[src/logic/strap_pkg.sv]
package strap_pkg;
  // Register byte offsets on the management slave
  localparam logic [3:0] ADDR_CONFIG_TWO = 4'h0;
  localparam logic [3:0] ADDR_STATUS_CMD = 4'h4;
  localparam logic [3:0] ADDR_STRAP = 4'h8;
  localparam logic [3:0] ADDR_HUB = 4'hc;
  // Field positions
  localparam int CONFIG_DYNAMIC_BIT = 0;
  localparam int CONFIG_SELF_BIT = 1;
  localparam int STATUS_ATTACH_BIT = 0;
  localparam int STRAP_VALUE_LSB = 0;
  localparam int STRAP_MASK_LSB = 2;
  localparam int STRAP_RESERVED_BIT = 4;
  localparam int STRAP_MGMT_BIT = 5;
  localparam int STRAP_POWER_BIT = 6;
  localparam int HUB_CONFIGURED_BIT = 0;
  localparam int HUB_SUSPENDED_BIT = 1;
  localparam int HUB_INDICATOR_BIT = 2;
  localparam int HUB_REPORT_BIT = 3;
  // Values after reset
  localparam logic [1:0] CONFIG_TWO_RESET = 2'h0;
  localparam logic STATUS_CMD_RESET = 1'b0;
  localparam logic [1:0] STRAP_RESET = 2'h0;
  // Configuration select level that means management-bus setup
  localparam logic CFG_SEL_MGMT = 1'b1;
  // Fixed-port strap codes
  localparam logic [1:0] STRAP_ALL_REMOVABLE = 2'h0;
  localparam logic [1:0] STRAP_PORT1_FIXED = 2'h1;
  localparam logic [1:0] STRAP_PORTS12_FIXED = 2'h2;
  localparam logic [1:0] STRAP_RESERVED = 2'h3;
  // Timing
  localparam int CLK_PERIOD_NS = 100;
  localparam int RESET_MIN_NS = 1000;
  localparam int RESET_MIN_CYCLES =
    (RESET_MIN_NS + CLK_PERIOD_NS - 1) / CLK_PERIOD_NS;

  typedef enum logic [2:0] {
    ST_CAPTURE = 3'h1,
    ST_STRAP_RUN = 3'h2,
    ST_MGMT_RUN = 3'h4
  } state_t;

  // Mask of fixed ports, bit 1 = port 2, bit 0 = port 1
  function automatic logic [1:0] fixed_mask(input logic [1:0] strap);
    case (strap)
      STRAP_PORT1_FIXED: fixed_mask = 2'h1;
      STRAP_PORTS12_FIXED: fixed_mask = 2'h3;
      default: fixed_mask = 2'h0;
    endcase
  endfunction
endpackage

[src/logic/suspend_power_strap_pin.sv]
`timescale 1ns/1ps
module suspend_power_strap_pin (
  input wire logic clk_sys,
  input wire logic reset,
  input wire logic pin_in,
  output logic pin_out,
  output logic pin_oe,
  input wire logic mgmt_bus_data_pin,
  input wire logic cfg_sel_pin,
  input wire logic hub_configured,
  input wire logic hub_suspended,
  input wire logic [3:0] address,
  input wire logic read,
  input wire logic write,
  input wire logic [31:0] writedata,
  output logic [31:0] readdata,
  output logic waitrequest,
  output logic [1:0] fixed_port_strap,
  output logic [1:0] fixed_port_mask,
  output logic self_powered
);

  strap_pkg::state_t state;
  strap_pkg::state_t next_state;
  logic mgmt_mode;
  logic next_mgmt_mode;
  logic [1:0] next_fixed_port_strap;
  logic sampled_power;
  logic next_sampled_power;
  logic [1:0] config_byte_two_reg;
  logic [1:0] next_config_byte_two_reg;
  logic status_command_reg;
  logic next_status_command_reg;
  logic ack;
  logic next_ack;
  logic [31:0] next_readdata;
  logic next_pin_out;
  logic next_self_powered;
  logic indicator;
  logic dynamic_en;
  logic attached;

  assign dynamic_en = config_byte_two_reg[strap_pkg::CONFIG_DYNAMIC_BIT];
  assign attached = status_command_reg;
  assign indicator = hub_configured & ~hub_suspended;
  assign fixed_port_mask = strap_pkg::fixed_mask(fixed_port_strap);
  // Pin is only driven as indicator in strap mode after capture
  assign pin_oe = (state == strap_pkg::ST_STRAP_RUN);
  assign waitrequest = (read | write) & ~ack;

  // Mode, straps and power sample
  always_comb begin
    next_state = state;
    next_mgmt_mode = mgmt_mode;
    next_fixed_port_strap = fixed_port_strap;
    next_sampled_power = sampled_power;
    case (state)
      strap_pkg::ST_CAPTURE: begin
        next_mgmt_mode = (cfg_sel_pin == strap_pkg::CFG_SEL_MGMT);
        next_fixed_port_strap = {mgmt_bus_data_pin, pin_in};
        next_sampled_power = pin_in;
        if (cfg_sel_pin == strap_pkg::CFG_SEL_MGMT) begin
          next_state = strap_pkg::ST_MGMT_RUN;
        end else begin
          next_state = strap_pkg::ST_STRAP_RUN;
        end
      end
      strap_pkg::ST_MGMT_RUN: begin
        // High level means a local supply is present
        if (!attached) begin
          next_sampled_power = pin_in;
        end
      end
      strap_pkg::ST_STRAP_RUN: begin
        next_state = strap_pkg::ST_STRAP_RUN;
      end
      default: begin
        next_state = strap_pkg::ST_CAPTURE;
      end
    endcase
  end

  always_ff @(posedge clk_sys or posedge reset) begin
    if (reset) begin
      state <= strap_pkg::ST_CAPTURE;
      mgmt_mode <= 1'b0;
      fixed_port_strap <= strap_pkg::STRAP_RESET;
      sampled_power <= 1'b0;
    end else begin
      state <= next_state;
      mgmt_mode <= next_mgmt_mode;
      fixed_port_strap <= next_fixed_port_strap;
      sampled_power <= next_sampled_power;
    end
  end

  // Pin and report outputs
  always_comb begin
    next_pin_out = 1'b0;
    if (state == strap_pkg::ST_STRAP_RUN) begin
      next_pin_out = indicator;
    end
    next_self_powered = config_byte_two_reg[strap_pkg::CONFIG_SELF_BIT];
    if (mgmt_mode && dynamic_en) begin
      next_self_powered = sampled_power;
    end
  end

  always_ff @(posedge clk_sys or posedge reset) begin
    if (reset) begin
      pin_out <= 1'b0;
      self_powered <= 1'b0;
    end else begin
      pin_out <= next_pin_out;
      self_powered <= next_self_powered;
    end
  end

  // Avalon-MM slave: one wait cycle, data ready at the release
  always_comb begin
    next_ack = (read | write) & ~ack;
    next_config_byte_two_reg = config_byte_two_reg;
    next_status_command_reg = status_command_reg;
    next_readdata = readdata;
    if (write && ack) begin
      case (address)
        strap_pkg::ADDR_CONFIG_TWO: begin
          next_config_byte_two_reg = writedata[1:0];
        end
        strap_pkg::ADDR_STATUS_CMD: begin
          // Attach lock can be set by software, cleared only by reset
          if (writedata[strap_pkg::STATUS_ATTACH_BIT]) begin
            next_status_command_reg = 1'b1;
          end
        end
        default: begin
          next_status_command_reg = status_command_reg;
        end
      endcase
    end
    if (read && !ack) begin
      next_readdata = 32'h0;
      case (address)
        strap_pkg::ADDR_CONFIG_TWO: begin
          next_readdata[1:0] = config_byte_two_reg;
        end
        strap_pkg::ADDR_STATUS_CMD: begin
          next_readdata[strap_pkg::STATUS_ATTACH_BIT] = status_command_reg;
        end
        strap_pkg::ADDR_STRAP: begin
          next_readdata[strap_pkg::STRAP_VALUE_LSB +: 2] = fixed_port_strap;
          next_readdata[strap_pkg::STRAP_MASK_LSB +: 2] = fixed_port_mask;
          next_readdata[strap_pkg::STRAP_RESERVED_BIT] =
            (fixed_port_strap == strap_pkg::STRAP_RESERVED);
          next_readdata[strap_pkg::STRAP_MGMT_BIT] = mgmt_mode;
          next_readdata[strap_pkg::STRAP_POWER_BIT] = sampled_power;
        end
        strap_pkg::ADDR_HUB: begin
          next_readdata[strap_pkg::HUB_CONFIGURED_BIT] = hub_configured;
          next_readdata[strap_pkg::HUB_SUSPENDED_BIT] = hub_suspended;
          next_readdata[strap_pkg::HUB_INDICATOR_BIT] = pin_out;
          next_readdata[strap_pkg::HUB_REPORT_BIT] = self_powered;
        end
        default: begin
          next_readdata = 32'h0;
        end
      endcase
    end
  end

  always_ff @(posedge clk_sys or posedge reset) begin
    if (reset) begin
      ack <= 1'b0;
      config_byte_two_reg <= strap_pkg::CONFIG_TWO_RESET;
      status_command_reg <= strap_pkg::STATUS_CMD_RESET;
      readdata <= 32'h0;
    end else begin
      ack <= next_ack;
      config_byte_two_reg <= next_config_byte_two_reg;
      status_command_reg <= next_status_command_reg;
      readdata <= next_readdata;
    end
  end
endmodule

[config.mk]
export PLATFORM = sky130hd
export DESIGN_NAME = suspend_power_strap_pin
export DESIGN_NICKNAME = d
export VERILOG_FILES = /design/src/logic/strap_pkg.sv /design/src/logic/suspend_power_strap_pin.sv
export SDC_FILE = /design/constraint.sdc
export NUM_CORES = 1
export LEC_CHECK = 0
export BUFFER_PORTS_ARGS = -buffer_cell sky130_fd_sc_hd__buf_2
export CAP_MARGIN = 10
export CORE_MARGIN = 4
export CORE_UTILIZATION = 40
export DETAILED_ROUTE_END_ITERATION = 12
export HOLD_SLACK_MARGIN = 0.15
export PLACE_DENSITY_LB_ADDON = 0.3
export SETUP_SLACK_MARGIN = 0.1
export SLEW_MARGIN = 20
export SYNTH_ARGS = -nofsm -noshare
export SYNTH_HDL_FRONTEND = slang
export SYNTH_SLANG_ARGS = --single-unit
[constraint.sdc]
create_clock -name clk_sys -period 1.5 [get_ports clk_sys]
set_input_delay 0.3 -clock clk_sys [delete_from_list [all_inputs] [get_ports clk_sys]]
set_output_delay 0.3 -clock clk_sys [all_outputs]
set_load 0.05 [all_outputs]
# Yosys cells after proc, flatten, opt, wreduce, memory -nomap -nowiden
# Cells that the tools add are included.
[classes]
eq_ne = 10
n_mux = 11
bitwise = 5
n_reduce_logical = 9
[op_table]
columns = ["operator", "count"]
rows = [
  ["3-bit one-hot mux with 3 select lines", 1],
  ["4-bit == test (second input constant)", 2],
  ["2-bit one-hot mux with 2 select lines", 2],
  ["3-bit two-way mux", 2],
  ["2-bit == test (second input constant)", 2],
  ["4-bit by 3-bit == test with 1-bit output (second input constant)", 1],
  ["4-bit zero test", 1],
  ["1-bit one-hot mux with 4 select lines", 1],
  ["2-bit AND reduction", 2],
  ["3-bit by 1-bit == test with 1-bit output (second input constant)", 1],
  ["3-bit by 2-bit == test with 1-bit output (second input constant)", 1],
  ["3-bit == test (second input constant)", 1],
  ["1-bit logical AND", 3],
  ["1-bit two-way mux", 3],
  ["1-bit one-hot mux with 3 select lines", 1],
  ["3-bit AND reduction", 1],
  ["1-bit bitwise AND", 2],
  ["2-bit by 1-bit == test with 1-bit output (second input constant)", 1],
  ["2-bit != test (second input constant)", 1],
  ["1-bit inverter", 2],
  ["1-bit one-hot mux with 2 select lines", 1],
  ["2-bit nonzero test", 1],
  ["1-bit zero test", 1],
  ["1-bit OR", 1],
]
[totals]
regBits = 20
output_inout_bits = 40
wordCells = 45

# Logic depth before layout (Yosys ltp)
# Gate-level depths: netlist (run 1).
[logic_depth]
ltp_word = 3
mapped_depth = 4

# Least setup slack after synthesis (run 1)
# OpenSTA, ideal clock, no wires.
[synth_timing]
path_kind = "register -> register"
start = "register fixed_port_strap[0]"
end = "register readdata[2]"
setup_time_ps = 126
arrival_ps = 1593
path_slack_ps = -219
path_stages_with_launch = 5
path_buffers = 0
period_less_slack_ps = 1719
cell_sequence = "dfrtp_1 inv_1 ha_1 inv_1 a221o_1"
[synth_between]
elab_chain_cells = 3
[synth_lines]
columns = ["item", "line", "rtl"]
rows = [
  ["start: declaration", "suspend_power_strap_pin.sv:18", "output logic [1:0] fixed_port_strap,"],
  ["start signal: assignment", "suspend_power_strap_pin.sv:87", "fixed_port_strap <= strap_pkg::STRAP_RESET;"],
  ["start signal: assignment", "suspend_power_strap_pin.sv:92", "fixed_port_strap <= next_fixed_port_strap;"],
  ["2-bit == test / 2-bit by 1-bit == test with 1-bit output (equally long branches)", "strap_pkg.sv:45", "case (strap)"],
  ["2-bit one-hot mux with 2 select lines (*)", "strap_pkg.sv:45", ""],
  ["net fixed_port_mask[0]", "suspend_power_strap_pin.sv:19", "output logic [1:0] fixed_port_mask,"],
  ["2-bit one-hot mux with 2 select lines (*)", "suspend_power_strap_pin.sv:143", "case (address)"],
  ["end signal: assignment", "suspend_power_strap_pin.sv:181", "readdata <= next_readdata;"],
  ["end: declaration", "suspend_power_strap_pin.sv:16", "output logic [31:0] readdata,"],
]
# Mark *: on every way through the listed nets, which the timed path passes. The rest lies on a longest branch.
# A chain may end at the register's enable or synchronous reset.

# Worst setup path after layout (run 1)
[layout_timing]
start = "register fixed_port_strap[1]"
end = "output fixed_port_mask[0]"
[layout_between]
elab_chain_cells = 2
[layout_lines]
columns = ["item", "line"]
rows = [
  ["2-bit == test / 2-bit by 1-bit == test with 1-bit output (equally long branches)", "strap_pkg.sv:45"],
  ["2-bit one-hot mux with 2 select lines (*)", "strap_pkg.sv:45"],
  ["end: declaration", "suspend_power_strap_pin.sv:19"],
]
# Every way passes the cells marked *; elsewhere a longest branch is shown, timed or not.

==> flow_summary_export.csv, run 1 <==
group,metric,value,unit
place,place_inst,170,
power,vdd_drop_max,0.001345,V
setup_path,worst-setup-path-type,"flip-flop to primary output",
clocking,cts_tree,"done",
hold_path,hp-class,"input pin to flip-flop",
timing,holdWs,0.1676,ns
place,dp_slack,0.02031,ns
setup_path,critical_path_required,1.20,ns
timing,period_share,99.92,%
die,start_util,41.93,%
place,gp_congestion,0.8568,
global_route,grt_max_degree,21,
setup_path,crit_path_end,"fixed_port_mask[0]",
synthesis,synth-main-ff-cell,"dfrtp_1",
die,die_h,62.00,µm
synthesis,synth_area,0.001166,mm²
global_route,grt_overflow,0,
detailed_routing,remaining_drc_errors,0,
die,num_rows,19,
detailed_routing,drt_wl_total,2404,µm
layout,layout.nets,199,
timing,hold_violations,0,
clocking,htree_num_levels,1,
layout,final_cells,182,
clocking,cts_buffers,3,
setup_path,timing.rr.end,"state[1]",
layout,largest_register_ffs,7,
detailed_routing,drt_iter0_drc,10,
synthesis,ys_seq_area_share,43.03,%
place,port_buffers,29,
global_route,grt_pass1_vias,874,
setup_path,r2r_setup_slack,0.13,ns
global_route,grt_pass1_wl,3774,µm
clocking,clkSlewWorstSetupHoldPaths,0.12,ns
synthesis,synth-seq-cells,20,
run,cap_violations,0,
synthesis,synth-edff-count,0,
timing,worst_slack,0.001158,ns
setup_path,crit_start,"fixed_port_strap[1]",
synthesis,ys_warn_count,0,
global_route,grt_usage,13.60,%
die,core_area,0.002781,mm²
setup_path,crit_path_max_fanout,2,
setup_path,cp.arrival,1.20,ns
detailed_routing,ant_nets,0,
power,p_leak,0.7766,nW
synthesis,async_flop_share,100.0,%
timing,period_needed,1.499,ns
layout,reg_top3,"readdata x7, state x3",
timing,finalSetupTns,0,ns
die,die_x,62.00,µm
timing,setup_violations,0,
synthesis,syn_inst,108,
detailed_routing,wl_per_cell,13.21,µm
hold_path,whs_path_depth,2,
power,power,2.792,mW
detailed_routing,vias,836,
timing,max_freq,667.2,MHz
setup_path,cp-end-kind,"primary output",
timing,drv_slew,0,
layout,syn2layout_area_growth,27.58,%
detailed_routing,vias_per_cell,4.593,
timing,fin_skew,0.004230,ns
power,power.density,1876,mW/mm²
layout,n_antenna_cell,0,
setup_path,rr_worst_depth,3,
layout,largest-register,"readdata",
die,io_pins,85,
synthesis,avgSynthCellArea,10.80,µm²
outcome,status,"completed",
detailed_routing,firstDrtPassIters,4,
place,place_hpwl,1804,µm
layout,drive_gt1_share,47.68,%
clocking,clk_latency,0.30,ns
timing,rsz0062_at_grt,"yes",
clocking,clockBufferDepth,2,
setup_path,r2r-start,"state[0]",
clocking,cts_root_buffer,"clkbuf_4",
synthesis,synth_cell_types,33,
setup_path,start_kind,"flip-flop",
global_route,antenna_found_initial,0,
die,die_area,0.003843,mm²
clocking,cts.sinks,20,
## critical path, cell delays in order (launching register included)
cell and delay [ns]:
dfrtp_2 0.45, ha_4 0.28, inv_4 0.03, buf_8 0.14
## metal layers
metal	vias up	routed length (µm)	track usage, %
li1	413	-	-
met1	396	953	14.51
met2	25	1288	25.15
met3	2	155	2.893
met4	0	8	6.364
met5	-	0	0
## repair_timing
action	in CTS	in global routing
endpoints found under the hold margin	19	0
pin swaps	2	3
hold buffers	1	0
setup endpoints to repair	7	8
buffers inserted	4	3
gates resized for setup	24	4
## cells in the final DEF, fill, tap and decap left out, types with 2 or more instances in the layout
cell type / count
a221o_1: 2
buf_4: 12
nor2_1: 2
nor2_4: 2
dfrtp_1: 16
mux2_2: 5
mux2i_1: 3
nand2b_4: 2
dfrtp_2: 3
and3_1: 2
nor3_4: 2
a22o_1: 4
o21ai_0: 3
or3b_2: 2
buf_2: 23
inv_1: 2
buf_8: 2
buf_6: 5
clkbuf_4: 3
conb_1: 25
nand2_1: 4
a21oi_1: 2
nand2b_1: 2
## cell type report
type	instances	area (µm²)
inverters	4	17.52
well taps	31	38.79
clock buffers	4	36.28
fillers	269	1294
multi-input cells	80	588.1
flip-flops and latches	20	505.5
repair buffers	43	301.5
## where the power goes
group / total, mW / leakage (nW) / switching, mW / internal, mW
clock: 0.320 / 0.0210 / 0.172 / 0.148
sequential: 0.822 / 0.253 / 0.129 / 0.692
combinational: 1.65 / 0.502 / 0.933 / 0.716
total: 2.79 / 0.777 / 1.23 / 1.56
## per-stage QoR
stage	cell area, µm²	util [%]
6_report	1488	53.49
5_1_grt	1488	53.49
4_1_cts	1450	52.14
3_5_place_dp	1286	46.24
3_3_place_gp	1286	46.24
2_1_floorplan	1261	-
## cells in the mapped netlist, types with 2 or more instances
| cell | instances | area (µm²) |
|---|---|---|
| a21oi_1 | 3 | 15.01 |
| a221o_1 | 2 | 20.02 |
| a22o_1 | 4 | 35.03 |
| and3_1 | 2 | 12.51 |
| buf_4 | 26 | 195.2 |
| dfrtp_1 | 19 | 475.5 |
| ha_1 | 2 | 25.02 |
| inv_1 | 4 | 15.01 |
| mux2_2 | 6 | 67.56 |
| mux2i_1 | 3 | 30.03 |
| nand2_1 | 4 | 15.01 |
| nand2b_1 | 4 | 25.02 |
| nor2_1 | 5 | 18.77 |
| nor3_4 | 2 | 32.53 |
| o21ai_0 | 3 | 15.01 |
| or3b_2 | 2 | 17.52 |
## worst min path at each step
stage	slack [ns]	start	endpoint
2_1_floorplan	0.26	reset	ack
3_3_place_gp	0.33	reset	readdata[4]
3_5_place_dp	0.34	reset	readdata[5]
4_1_cts	0.16	hub_suspended	pin_out
5_1_grt	0.16	hub_suspended	pin_out
6_report	0.17	hub_suspended	pin_out
## cells by family after synthesis
kind of cell / count (synthesis) / share of synthesized area [%]
AOI/OAI and AO/OA: 17 / 11.05
buffers and inverters: 32 / 18.78
and+or+nand+nor: 26 / 15.56
adders and majority gates: 2 / 2.146
muxes: 9 / 8.369
other: 1 / 0.3216
xor gates and xnor gates: 1 / 0.7512
DFF: 20 / 43.03
Note: power is estimated with default switching activity, not from simulation.
==> run 2, diff against run 1 <==
--- a/config.mk
+++ b/config.mk
@@ -19 +19,2 @@
 export SYNTH_SLANG_ARGS = --single-unit
+export TNS_END_PERCENT = 5
==> constraint.sdc (replaced) <==
create_clock -name clk_sys -period 1.6 [get_ports clk_sys]
set_input_delay 0.32 -clock clk_sys [delete_from_list [all_inputs] [get_ports clk_sys]]
set_output_delay 0.32 -clock clk_sys [all_outputs]
set_load 0.01 [all_outputs]
==> run 2 against run 1 <==
  * Cell count decreased by 2.2%
  * Sequential cell count unchanged
  * Sequential share of layout area increased by 2.7 points
  * Total power decreased by 33%
  * Final area decreased by 7.7%
  * Hold slack improved by 0.034 ns
  * Global-route usage decreased by 1.4 points
  * Clock skew decreased by 0.0011 ns
  * Non-clock buffer count decreased by 4
  * Sequential power decreased by 5.6%
==> flow_summary_export.csv, run 2 (synthesized netlist as in run 1, its figures left out) <==
group,metric,value,unit
outcome,status,"completed",
detailed_routing,drt_iter0_drc,24,
layout,syn2layout_area_growth,17.70,%
timing,fin_skew,0.003085,ns
timing,hold_violations,0,
place,place_hpwl,1752,µm
die,num_rows,19,
layout,layout.nets,195,
clocking,cts.sinks,20,
hold_path,hold_start,"hub_suspended",
global_route,grt_pass1_vias,781,
clocking,htree_num_levels,1,
detailed_routing,wl_per_cell,12.36,µm
layout,utilization,49.35,%
power,pwr-share-comb,44.9,%
die,die_area,0.003843,mm²
power,power,1.858,mW
detailed_routing,firstDrtPassIters,4,
detailed_routing,vias_per_cell,4.635,
layout,layout_common_cells,"buf_2, conb_1, dfrtp_1",
place,dp_slack,0.07990,ns
die,io_pins,85,
layout,reg_top3,"readdata x7, state x3",
power,vdd_drop_max,0.0008929,V
setup_path,cp.arrival,1.15,ns
place,port_buffers,29,
setup_path,cp-end-kind,"primary output",
place,gp_congestion,0.8568,
timing,finalSetupTns,0,ns
power,swShare,35.54,%
setup_path,cp_cell_sequence,"ha_4 > inv_2 > buf_6",
layout,final_common_cell,"buf_2",
global_route,antenna_found_initial,0,
power,p_switching,660.4,µW
timing,period_needed,1.472,ns
setup_path,crit_start,"fixed_port_strap[1]",
power,pwr-share-seq,41.8,%
global_route,grt_max_degree,21,
clocking,cts_root_buffer,"clkbuf_4",
clocking,clkSlewWorstSetupHoldPaths,0.11,ns
setup_path,cp.buffers_inverters,2,
power,p_leak,0.7326,nW
layout,multi_input_area,560.5,µm²
layout,drive_gt1_share,41.50,%
clocking,cts_tree,"done",
power,clock_power_share,13.4,%
timing,rsz0062_at_grt,"yes",
global_route,grt_pass1_wl,3477,µm
die,start_util,41.93,%
setup_path,r2r-start,"state[0]",
clocking,clockBufferDepth,2,
hold_path,hp-class,"input pin to flip-flop",
timing,period_share,91.98,%
clocking,clk_latency,0.30,ns
setup_path,crit_family,"flip-flops",
timing,holdWs,0.2021,ns
power,p_int,1.198,mW
layout,seq_area,503.0,µm²
detailed_routing,remaining_drc_errors,0,
layout,largest_register_ffs,7,
timing,worst_slack,0.1284,ns
setup_path,crit_path_max_fanout,2,
setup_path,cpMaxStageDelayCell,"dfrtp_1",
die,core_area,0.002781,mm²
layout,n_antenna_cell,0,
global_route,grt_usage,12.23,%
timing,setup_violations,0,
clocking,cts_buffers,3,
global_route,grt_overflow,0,
setup_path,worst-setup-path-type,"flip-flop to primary output",
setup_path,start_kind,"flip-flop",
die,die_x,62.00,µm
setup_path,critical_path_required,1.28,ns
detailed_routing,ant_nets,0,
detailed_routing,drt_wl_total,2200,µm
detailed_routing,vias,825,
timing,drv_slew,0,
timing,max_freq,679.5,MHz
die,die_h,62.00,µm
power,power.density,1354,mW/mm²
layout,largest-register,"readdata",
setup_path,max_stage_delay,0.43,ns
layout,fill_cells,289,
run,cap_violations,0,
## run 2: path summary, 6_finish.rpt
| check | endpoint | slack (ns) | depth (start not counted) |
|---|---|---|---|
| min reg2reg | ack | 0.48 | 1 |
| max reg2reg | fixed_port_strap[1] | 0.20 | 4 |
| min in group asynchronous | readdata[6] | 0.57 | 4 |
| min | pin_out | 0.20 | 2 |
| max | fixed_port_mask[0] | 0.13 | 3 |
| max in group asynchronous | state[0] | 0.76 | 4 |
## run 2: power by group through the flow
stage | Sequential, mW | Combinational [mW] | Clock (mW)
2_1_floorplan | 0.771 | 0.451 | 0
3_3_place_gp | 0.798 | 0.564 | 0
3_5_place_dp | 0.810 | 0.578 | 0
4_1_cts | 0.765 | 0.738 | 0.255
5_1_grt | 0.796 | 0.918 | 0.274
6_report | 0.776 | 0.834 | 0.248
## run 2: final cells by class
class,instances,area share [%]
repair buffers,39,16.68
multi-input cells,80,40.84
inverters,4,1.094
well taps,31,2.826
clock buffers,4,1.914
flip-flops and latches,20,36.65
## run 2: layer usage
layer | vias up | wire [µm] | GRT usage (%) | share of wire, %
met1 | 395 | 912 | 15.30 | 41
met4 | 0 | 10 | 1.818 | 0.45
li1 | 403 | - | - | -
met3 | 2 | 166 | 3.926 | 7.5
met5 | - | 0 | 0 | 0
met2 | 25 | 1111 | 21.01 | 51
## run 2: worst reg2reg max path, cell delays in order (launching register included)
cell      delay [ns]
dfstp_2         0.55
buf_4           0.14
nand2b_1        0.10
nor2_2          0.16
mux2_2          0.35
## run 2: what timing repair did
action | 4_1_cts | 5_1_grt
endpoints found under the hold margin | 19 | 0
pin swaps | 1 | 0
buffers inserted | 4 | 2
hold buffers | 1 | 0
setup endpoints to repair | 2 | 5
gates resized for setup | 1 | 6
## run 2: through the flow
step / instances / area, µm²
after floorplan: 132 / 1256
after detailed placement: 167 / 1259
final: 178 / 1373
after CTS: 176 / 1333
after global routing: 178 / 1373
after global placement: 167 / 1259
==> run 3, diff against run 2 <==
- GPL_TIMING_DRIVEN: default -> 0
==> run 3 against run 2 <==
  * Sequential power is 4.8% lower
  * Cell count grew 12%
  * Fmax is 3.3% lower
  * Total power up 7.0%
  * Clock power up 71%
  * Global-route usage increased by 0.78 points
  * Combinational power shrank 1%
  * Wire length rose by 8.7%
  * Register-to-register slack worse by 0.06 ns
  * Critical path depth up 1
  * First-iteration DRC count is 46% lower
  * Via count increased by 7.5%
  * Largest cell class unchanged
==> flow_summary_export.csv, run 3 (synthesized netlist as in run 1, its figures left out) <==
group,metric,value,unit
outcome,status,"completed",
clocking,cts_root_buffer,"clkbuf_4",
timing,finalSetupTns,0,ns
die,num_rows,19,
power,power,1.989,mW
setup_path,cp_cell_sequence,"inv_1 > ha_1 > inv_2 > buf_6",
die,io_pins,85,
layout,layout.nets,217,
setup_path,cp-end-kind,"primary output",
place,port_buffers,28,
setup_path,cp.arrival,1.20,ns
setup_path,critical_path_required,1.28,ns
layout,layout_common_cells,"buf_4, buf_2, conb_1",
timing,rsz0062_at_grt,"yes",
detailed_routing,drt_wl_total,2392,µm
power,p_leak,0.8700,nW
layout,utilization,55.47,%
die,core_area,0.002781,mm²
layout,n_antenna_cell,0,
layout,post-route-cell-area,0.001543,mm²
detailed_routing,remaining_drc_errors,0,
timing,period_needed,1.521,ns
timing,worst_pin_slew,0.7554,ns
place,gp_congestion,0.8769,
hold_path,hp-class,"input pin to flip-flop",
clocking,cts_tree,"done",
run,cap_violations,0,
detailed_routing,drt_iter0_drc,13,
clocking,clk_latency,0.31,ns
die,die_area,0.003843,mm²
timing,fin_skew,0.01014,ns
timing,hold_violations,0,
setup_path,crit_family,"flip-flops",
timing,setup_violations,0,
setup_path,start_kind,"flip-flop",
timing,max_freq,657.3,MHz
die,die_h,62.00,µm
power,vdd_drop_max,0.0008148,V
setup_path,cp.buffers_inverters,3,
die,start_util,41.93,%
layout,fill_cells,264,
detailed_routing,vias,887,
global_route,antenna_found_initial,0,
detailed_routing,firstDrtPassIters,4,
detailed_routing,ant_nets,0,
setup_path,cpMaxStageDelayCell,"dfrtp_1",
clocking,cts.sinks,20,
layout,drive_gt1_share,47.34,%
layout,reg_top3,"readdata x7, state x3",
layout,largest_register_ffs,7,
timing,drv_slew,0,
layout,syn2layout_area_growth,32.30,%
layout,largest-register,"readdata",
global_route,grt_pass1_wl,3677,µm
place,place_hpwl,1894,µm
timing,slew_headroom,49.59,%
die,die_x,62.00,µm
power,power.density,1289,mW/mm²
setup_path,max_stage_delay,0.38,ns
global_route,grt_overflow,0,
clocking,clkSlewWorstSetupHoldPaths,0.13,ns
clocking,clockBufferDepth,2,
timing,period_share,95.08,%
global_route,grt_usage,13.02,%
setup_path,crit_path_max_fanout,2,
global_route,grt_max_degree,21,
layout,final_common_cell,"buf_4",
place,place_area,0.001435,mm²
clocking,htree_num_levels,1,
global_route,grt_pass1_vias,851,
setup_path,worst-setup-path-type,"flip-flop to primary output",
detailed_routing,vias_per_cell,4.435,
detailed_routing,wl_per_cell,11.96,µm
clocking,cts_buffers,3,
==> run 3: area by class of cell <==
type,count,area [µm²],area share (%)
multi-input cells,80,543.0,35.20
inverters,4,15.01,0.9732
clock inverters,1,30.03,1.946
repair buffers,33,186.4,12.08
well taps,31,38.79,2.514
clock buffers,3,22.52,1.460
plain buffers,28,205.2,13.30
flip-flops and latches,20,501.7,32.52
==> run 3: metrics by stage <==
step | hold slack [ns] | std cells | setup slack [ns]
floorplan | 0.2831 | 132 | 0.2236
global placement | 0.4636 | 191 | 0.05940
detailed placement | 0.4800 | 191 | 0.04989
CTS | 0.2034 | 199 | 0.05084
global route | 0.1910 | 200 | 0.02849
finish | 0.2051 | 200 | 0.07865
==> run 3: power breakdown <==
| group | switching [mW] | total, mW | leakage, nW | internal (mW) |
|---|---|---|---|---|
| Sequential | 0.0977 | 0.739 | 0.257 | 0.642 |
| Clock | 0.170 | 0.423 | 0.0279 | 0.253 |
| Combinational | 0.388 | 0.826 | 0.585 | 0.439 |
| Total | 0.656 | 1.99 | 0.870 | 1.33 |
==> run 3: per-layer routing <==
layer  wire [µm]  up-vias  share of wire [%]  GRT usage (%)
met3         177        4                7.4          2.893
met1         937      408                 39          15.10
met5           0        -                  0              0
li1            -      445                  -              -
met4          31        0                1.3          5.758
met2        1245       30                 52          22.78
==> run 3: path summary, 6_finish.rpt <==
check	start	to	slack, ns	depth (start not counted)
min in group asynchronous	reset	readdata[5]	0.66	3
worst max-delay path	fixed_port_strap[0]	fixed_port_mask[0]	0.08	4
worst min register to register	readdata[0]	readdata[0]	0.49	2
worst max register to register	state[0]	mgmt_mode	0.14	4
max in group asynchronous	reset	pin_out	0.45	3
worst min-delay path	hub_suspended	pin_out	0.21	2
==> run 3: repair_timing <==
action                                  4_1_cts  5_1_grt
gates resized for setup                       1        3
setup buffers                                 3        1
hold endpoints to repair                     11        0
hold buffers                                  1        0
pin swaps                                     1        1
endpoints found under the setup margin        3        5
